--- src/design/fopc_defs.svh ---
`ifndef FOPC_DEFS_SVH
`define FOPC_DEFS_SVH
// ----------------------------------------
// apb register byte addresses
// ----------------------------------------
`define FOPC_ADDR_OPTION 12'h000
`define FOPC_ADDR_CONTROL 12'h004
`define FOPC_ADDR_PAGE 12'h008
`define FOPC_ADDR_PTR 12'h00c
`define FOPC_ADDR_CPU 12'h010
`define FOPC_ADDR_CPU_DATA 12'h014
`define FOPC_ADDR_SECURE 12'h018
// ----------------------------------------
// field positions
// ----------------------------------------
`define FOPC_BIT_SECURITY_DISABLE_BIT 0
`define FOPC_BIT_PGM 0
`define FOPC_BIT_MASS 2
`define FOPC_BIT_HIGH_VOLTAGE_ENABLE 3
// ----------------------------------------
// direct page map
// ----------------------------------------
`define FOPC_WIN_BASE 8'hc0
`define FOPC_IND_ADDR 8'h0e
`define FOPC_PTR_ADDR 8'h0f
`define FOPC_RAM_LAST 8'h0e
`define FOPC_PAGE_RST 8'h00
`define FOPC_CTRL_RST 8'h00
`endif

--- src/design/fopc_pkg.sv ---
package fopc_pkg;
    // cpu direct-page access request
    typedef struct packed {
        logic req;
        logic wr;
        logic [7:0] addr;
        logic [7:0] wdata;
    } fopc_cpu_req_type;

    // flash array port toward the nonvolatile store
    typedef struct packed {
        logic req;
        logic wr;
        logic [13:0] addr;
        logic [7:0] wdata;
    } fopc_mem_req_type;

    typedef enum logic [1:0] {
        FOPC_LOAD,
        FOPC_RUN
    } fopc_state_type;
endpackage

--- src/design/fopc_top.sv ---
// Decided for this implementation: the placing of the registers and the APB register port.
`timescale 1ns/100ps
`include "fopc_defs.svh"
// Summary of operation
// - every reset reloads the option shadow from the nonvolatile option byte
// - option shadow bits 7..1 always read zero
// - option shadow readable anytime, writes ignored
// - option bit 0 low means secured, high means unsecured
// - secured: unsecured sources get zero from flash, no flash reach
// - high voltage bit sets only with program or mass select
// - control bit 2 selects mass erase
// - control bit 0 selects programming
// - program and mass select never both one
// - secured: writes to program select are ignored
// - window c0..ff redirected to page-selected 64-byte block
// - page select gives address bits 13..6, offset bits 5..0
// - ram 00..0e, pointer at 0f, indirect data decoded only at 0e
// - page zero: window c0..ce is ram, cf is pointer
// - indirect reaches ram 0e when pointer is 0e, or ce at page zero
module fopc_top (
    // apb
    input wire logic pclk,
    input wire logic presetn,
    input wire logic psel,
    input wire logic penable,
    input wire logic pwrite,
    input wire logic [11:0] paddr,
    input wire logic [31:0] pwdata,
    output logic [31:0] prdata,
    output logic pready,
    output logic pslverr,
    // nonvolatile option byte
    input wire logic [7:0] nonvolatile_option_byte,
    // flash array
    output fopc_pkg::fopc_mem_req_type flash_req,
    input wire logic [7:0] flash_rdata,
    // flash control outputs
    output logic program_select,
    output logic mass_erase_select,
    output logic high_voltage_enable,
    output logic security_engaged
);
    // ----------------------------------------
    // state
    // ----------------------------------------
    fopc_pkg::fopc_state_type state_ff;
    logic [7:0] option_ff;
    logic [7:0] control_ff;
    logic [7:0] page_ff;
    logic [7:0] ptr_ff;
    logic [7:0] ram_ff [0:14];
    logic [7:0] cpu_data_ff;
    logic [7:0] prdata_ff;
    logic secure_src_ff;
    fopc_pkg::fopc_cpu_req_type cpu_req;
    logic wr_en;
    logic rd_en;
    logic [7:0] wbyte;
    logic [7:0] nxt_control;
    logic [13:0] phys;
    logic cpu_go;

    assign wr_en = psel & penable & pwrite & (state_ff == fopc_pkg::FOPC_RUN);
    assign rd_en = psel & penable & ~pwrite & (state_ff == fopc_pkg::FOPC_RUN);
    assign wbyte = pwdata[7:0];
    // hold off the bus until the option byte is in
    assign pready = (state_ff == fopc_pkg::FOPC_RUN);
    assign pslverr = 1'b0;
    assign security_engaged = ~option_ff[`FOPC_BIT_SECURITY_DISABLE_BIT];
    assign program_select = control_ff[`FOPC_BIT_PGM];
    assign mass_erase_select = control_ff[`FOPC_BIT_MASS];
    assign high_voltage_enable = control_ff[`FOPC_BIT_HIGH_VOLTAGE_ENABLE];

    // ----------------------------------------
    // direct page translation
    // ----------------------------------------
    function automatic logic [13:0] map_addr(input logic [7:0] a, input logic [7:0] pg);
        if (a >= `FOPC_WIN_BASE) begin
            map_addr = {pg, a[5:0]};
        end else begin
            map_addr = {6'h00, a};
        end
    endfunction

    // redirect: indirect register only at the bare address, never via window
    function automatic logic [13:0] resolve(input logic [7:0] a, input logic [7:0] pg,
            input logic [7:0] ptr);
        if (a == `FOPC_IND_ADDR) begin
            resolve = map_addr(ptr, pg);
        end else begin
            resolve = map_addr(a, pg);
        end
    endfunction

    // physical decode shared by the write, read and flash paths
    function automatic logic is_ram(input logic [13:0] p);
        is_ram = (p <= {6'h00, `FOPC_RAM_LAST});
    endfunction

    function automatic logic is_ptr(input logic [13:0] p);
        is_ptr = (p == {6'h00, `FOPC_PTR_ADDR});
    endfunction

    assign cpu_req.req = wr_en & (paddr == `FOPC_ADDR_CPU);
    assign cpu_req.wr = wbyte[7];
    assign cpu_req.addr = pwdata[15:8];
    assign cpu_req.wdata = pwdata[23:16];
    assign phys = resolve(cpu_req.addr, page_ff, ptr_ff);
    assign cpu_go = cpu_req.req;

    // ----------------------------------------
    // reset load sequencing
    // ----------------------------------------
    always_ff @(posedge pclk or negedge presetn) begin
        if (!presetn) begin
            state_ff <= fopc_pkg::FOPC_LOAD;
        end else begin
            state_ff <= fopc_pkg::FOPC_RUN;
        end
    end

    always_ff @(posedge pclk or negedge presetn) begin
        if (!presetn) begin
            option_ff <= 8'h00;
        end else if (state_ff == fopc_pkg::FOPC_LOAD) begin
            // sampled after release, never under the async reset
            option_ff <= {7'h00, nonvolatile_option_byte[`FOPC_BIT_SECURITY_DISABLE_BIT]};
        end
        // no write path: writes leave the shadow alone
    end

    // ----------------------------------------
    // flash control interlocks
    // ----------------------------------------
    always_comb begin
        nxt_control = control_ff;
        if (wr_en && paddr == `FOPC_ADDR_CONTROL) begin
            nxt_control[`FOPC_BIT_MASS] = wbyte[`FOPC_BIT_MASS];
            if (!security_engaged) begin
                nxt_control[`FOPC_BIT_PGM] = wbyte[`FOPC_BIT_PGM];
            end
            // both requested at once: neither is taken
            if (nxt_control[`FOPC_BIT_PGM] && nxt_control[`FOPC_BIT_MASS]) begin
                nxt_control[`FOPC_BIT_PGM] = control_ff[`FOPC_BIT_PGM];
                nxt_control[`FOPC_BIT_MASS] = control_ff[`FOPC_BIT_MASS];
            end
            if (wbyte[`FOPC_BIT_HIGH_VOLTAGE_ENABLE] &&
                    !(nxt_control[`FOPC_BIT_PGM] || nxt_control[`FOPC_BIT_MASS])) begin
                nxt_control[`FOPC_BIT_HIGH_VOLTAGE_ENABLE] = control_ff[`FOPC_BIT_HIGH_VOLTAGE_ENABLE];
            end else begin
                nxt_control[`FOPC_BIT_HIGH_VOLTAGE_ENABLE] = wbyte[`FOPC_BIT_HIGH_VOLTAGE_ENABLE];
            end
        end
        nxt_control[7:4] = 4'h0;
        nxt_control[1] = 1'b0;
    end

    always_ff @(posedge pclk or negedge presetn) begin
        if (!presetn) begin
            control_ff <= `FOPC_CTRL_RST;
        end else begin
            control_ff <= nxt_control;
        end
    end

    // ----------------------------------------
    // page select and pointer
    // ----------------------------------------
    always_ff @(posedge pclk or negedge presetn) begin
        if (!presetn) begin
            page_ff <= `FOPC_PAGE_RST;
        end else if (wr_en && paddr == `FOPC_ADDR_PAGE) begin
            page_ff <= wbyte;
        end
    end

    always_ff @(posedge pclk or negedge presetn) begin
        if (!presetn) begin
            ptr_ff <= 8'h00;
        end else if (wr_en && paddr == `FOPC_ADDR_PTR) begin
            ptr_ff <= wbyte;
        end else if (cpu_go && cpu_req.wr && is_ptr(phys)) begin
            ptr_ff <= cpu_req.wdata;
        end
    end

    always_ff @(posedge pclk or negedge presetn) begin
        if (!presetn) begin
            secure_src_ff <= 1'b0;
        end else if (wr_en && paddr == `FOPC_ADDR_SECURE) begin
            secure_src_ff <= wbyte[0];
        end
    end

    // ----------------------------------------
    // ram and cpu access
    // ----------------------------------------
    // ram keeps its contents over reset, as real sram does
    always_ff @(posedge pclk) begin
        if (cpu_go && cpu_req.wr && is_ram(phys)) begin
            ram_ff[phys[3:0]] <= cpu_req.wdata;
        end
    end

    // flash request: blocked for unsecured source while secured
    always_ff @(posedge pclk or negedge presetn) begin
        if (!presetn) begin
            flash_req <= '0;
        end else begin
            flash_req.req <= cpu_go && !is_ram(phys) && !is_ptr(phys) &&
                !(security_engaged && !secure_src_ff);
            flash_req.wr <= cpu_req.wr;
            flash_req.addr <= phys;
            flash_req.wdata <= cpu_req.wdata;
        end
    end

    always_ff @(posedge pclk or negedge presetn) begin
        if (!presetn) begin
            cpu_data_ff <= 8'h00;
        end else if (cpu_go && !cpu_req.wr) begin
            if (is_ram(phys)) begin
                cpu_data_ff <= ram_ff[phys[3:0]];
            end else if (is_ptr(phys)) begin
                cpu_data_ff <= ptr_ff;
            end else begin
                cpu_data_ff <= 8'h00;
            end
        end else if (flash_req.req && !flash_req.wr) begin
            cpu_data_ff <= flash_rdata;
        end else if (cpu_go && security_engaged && !secure_src_ff) begin
            cpu_data_ff <= 8'h00;
        end
    end

    // ----------------------------------------
    // apb read data
    // ----------------------------------------
    always_ff @(posedge pclk or negedge presetn) begin
        if (!presetn) begin
            prdata_ff <= 8'h00;
        end else if (psel && !penable && !pwrite) begin
            case (paddr)
                `FOPC_ADDR_OPTION: prdata_ff <= option_ff;
                `FOPC_ADDR_CONTROL: prdata_ff <= control_ff;
                `FOPC_ADDR_PAGE: prdata_ff <= page_ff;
                `FOPC_ADDR_PTR: prdata_ff <= ptr_ff;
                `FOPC_ADDR_CPU_DATA: prdata_ff <= cpu_data_ff;
                `FOPC_ADDR_SECURE: prdata_ff <= {7'h00, secure_src_ff};
                default: prdata_ff <= 8'h00;
            endcase
        end
    end

    assign prdata = {24'h000000, prdata_ff};
    logic unused_rd;
    assign unused_rd = rd_en;
endmodule

--- config.mk ---
export PLATFORM = sky130hd
export DESIGN_NAME = fopc_top
export DESIGN_NICKNAME = d
export VERILOG_FILES = /design/src/design/fopc_pkg.sv /design/src/design/fopc_top.sv
export VERILOG_INCLUDE_DIRS = /design/src /design/src/design
export SDC_FILE = /design/constraint.sdc
export NUM_CORES = 1
export LEC_CHECK = 0
export BUFFER_PORTS_ARGS = -buffer_cell sky130_fd_sc_hd__buf_4
export CAP_MARGIN = 0
export CELL_PAD_IN_SITES_DETAIL_PLACEMENT = 0
export CELL_PAD_IN_SITES_GLOBAL_PLACEMENT = 2
export CORE_MARGIN = 10
export CORE_UTILIZATION = 39
export CTS_BUF_LIST = sky130_fd_sc_hd__clkbuf_4 sky130_fd_sc_hd__clkbuf_8 sky130_fd_sc_hd__clkbuf_16
export CTS_CLUSTER_DIAMETER = 60
export DETAILED_ROUTE_END_ITERATION = 10
export GPL_TIMING_DRIVEN = 0
export HOLD_SLACK_MARGIN = 0.06
export PLACE_DENSITY = 0.91
export SETUP_SLACK_MARGIN = 0.2
export SLEW_MARGIN = 10
export SYNTH_ARGS = -nofsm -noshare
export SYNTH_HDL_FRONTEND = slang
export SYNTH_SLANG_ARGS = --single-unit
--- constraint.sdc ---
create_clock -name pclk -period 3.6 [get_ports pclk]
set_input_delay 0.9 -clock pclk [delete_from_list [all_inputs] [get_ports pclk]]
set_output_delay 0.9 -clock pclk [all_outputs]
set_load 0.01 [all_outputs]
==> summary.md <==
| Metric | Value |
|---|---|
| Layout Cells excl Fill | 1030 |
| Area occupied by multi-input gates | 2890 um^2 |
| DRC Markers | 0 |
| Syn. warnings | 0 |
| Placeable Area | 20400 um^2 |
| Synth Instances | 620 |
| Vias per inst | 5.36 |
| Final Hold Viols | 0 |
| Drt wl/cell | 20.9 um |
| Final Cycle Share | 91.0% |
| Net count, final | 812 |
| Core Rows | 52 |
| Worst slew pin tran | 1.07 ns |
| Crit start category | input port |
| Fill cells | 1742 |
| Clk root buf | clkbuf_16 |
| Antenna diode count | 0 |
| Initial antenna violation count | 0 |
| Worst EP required | 3.91 ns |
| GRT Residual Overflow | 0 |
| H-tree Lvls | 4 |
| CTS clk-pin slew, worst paths | 0.07 ns |
| Largest net degree at the start of global routing | 63 |
| Total vias in the final route | 5518 |
| Register area | 5150 um^2 |
| 1st-iter DRT viols | 445 |
| Clk buf depth | 2 |
| Final worst setup slack | 0.325 ns |
| Maximum VDD drop | 425 uV |
| Pre-Repair DR Iteration Count | 6 |
| RSZ-0062 raised after global routing | no |
| Vias in the first global route | 5560 |
| Setup Crit Path Kind | in -> reg |
| Avg Inst Size Synth | 13.1 um^2 |
| Max-cap violations | 0 |
| I/O Pins | 127 |
| Most frequent cells in the layout | edfxtp_1 (120), buf_4 (111), dfrtp_1 (62) |
| Fin crit period | 3.27 ns |
| Routability cong. | 0.949 |
| Area grow syn2layout | 23.0% |
| Number of CTS-inserted buffers | 17 |
| Fmax | 0.305 GHz |
| Total clock sinks | 182 |
| CP arrival | 3.58 ns |
| Initial core utilization | 39.8% |
| Max-slew headroom | 28.0% |
| First-pass GRT wire length | 32400 um |
| Number of synthesized register bits | 182 |
| Top_reg_cell synth | edfxtp_1 |
| Async S/R FF share, synth | 34.1% |
| Clock Skew | 0.00930 ns |
| Antenna Nets Post-Route | 0 |
| Mapped cell area | 8110 um^2 |
| Post-Route WL | 21500 um |
| Leak Pwr | 3.85 nW |
| Commonest non-fill, non-tap cell in the layout | edfxtp_1 |
| Placed Instances | 998 |
| Overall die height | 164 um |
| Critical Path Fanout Max | 10 |
| Distinct cell type count of the synthesized netlist | 65 |
| Power Density | 448 nW/um^2 |
| Area after DPL | 9160 um^2 |
| CTS tree | done |
| Register area share after synthesis | 63.6% |
| Finish-stage setup viols | 0 |
| Setup Buffers After CTS | 0 |
| Share of cells above drive strength 1 | 27.6% |
| Post-place setup slack | -0.786 ns |
| Number of synthesized flops with an enable pin | 120 |
| Final instance area | 9970 um^2 |
| Outcome | completed |
| Clock Latency Late Sink | 0.43 ns |
| CP endpoint kind | register |
| Min-Delay Path Class | reg -> reg |
| Post-DP HPWL | 15900 um |
| Die Wd | 164 um |
| Final Slew Violations | 0 |
| Die area | 26900 um^2 |
| Port bufs | 84 |
| Total negative slack | 0 ns |
| Gr usage total | 15.8% |
| Hold WS | 0.484 ns |
layer usage:
layer  wire length [um]  global-route usage (%)
met1               9140                    20.0
met2              10400                    26.0
met3               1580                    4.28
met4                344                    4.75
met5                  0                       0
registers in the layout, summed over array words and instances, names as in the netlist:
signal	count
ram_ff	120
flash_req	24
cpu_data_ff	8
page_ff	8
prdata_ff	8
ptr_ff	8
control_ff	3
option_ff	1
secure_src_ff	1
state_ff	1
worst paths after layout:
path / startpoint / to / slack, ns / cells past startpoint
max: pwdata[12] / cpu_data_ff[0]$_DFFE_PN0P_ / 0.33 / 11
min: prdata_ff[2]$_DFFE_PN0P_ / prdata_ff[2]$_DFFE_PN0P_ / 0.48 / 2
max reg2reg: page_ff[7]$_DFFE_PN0P_ / ram_ff[10][7]$_DFFE_PP_ / 0.62 / 6
min reg2reg: prdata_ff[2]$_DFFE_PN0P_ / prdata_ff[2]$_DFFE_PN0P_ / 0.48 / 2
max in group asynchronous: presetn / flash_req[19]$_DFF_PN0_ / 2.49 / 1
min in group asynchronous: presetn / flash_req[5]$_DFF_PN0_ / 0.55 / 1
cell families after synthesis:
logic type,count (synthesis),synth area share (%)
DFF,182,63.6
and+or+nand+nor,176,11.3
AOI/OAI and AO/OA,126,11.8
muxes,68,8.85
buffers and inverters,65,4.34
other,2,0.0927
xor gates and xnor gates,1,0.108
per-stage QoR:
stage	power (W)	utilization (%)
after floorplan	0.00245	-
after global placement	0.00259	45.0
after global routing	0.00461	49.0
after CTS	0.00448	48.5
after detailed placement	0.00260	45.0
final	0.00447	49.0
Yosys cell counts, drive strengths merged (16+ instances only):
master	count	area [um^2]
mux2i	48	480
nand3	19	95.1
buf	35	239
inv	16	60.1
mux2	20	236
nor2	27	101
edfxtp	120	3600
nand2	53	199
dfrtp	62	1550
o21ai	19	95.1
a21oi	27	135
o22ai	21	131
repair_timing:
item,CTS,global route
pin swaps,0,1
gates resized for setup,27,22
hold buffers,0,0
endpoints found under the setup margin,125,125
critical path, stage by stage:
cell      delay, ns
buf_4          0.14
or4_1          0.53
buf_2          0.20
o41ai_4        0.42
inv_2          0.08
buf_4          0.21
buf_4          0.22
a221oi_2       0.22
o22ai_1        0.22
o32ai_1        0.31
nand3_1        0.11
area by class of cell:
cell class,instances,area share [%]
plain buffers,49,2.94
clock inverters,13,1.64
inverters,16,0.602
repair buffers,84,6.32
clock buffers,19,4.48
flip-flops and latches,182,51.7
multi-input cells,397,28.9
well taps,270,3.39
power by group:
group          switching, W  leakage [nW]  total [W]  internal (W)
clock              0.000826         0.299    0.00190       0.00107
sequential       0.00000428          1.88    0.00225       0.00224
combinational      0.000200          1.67   0.000319      0.000119
total               0.00103          3.85    0.00447       0.00344
Note: power is estimated with default switching activity, not from simulation.
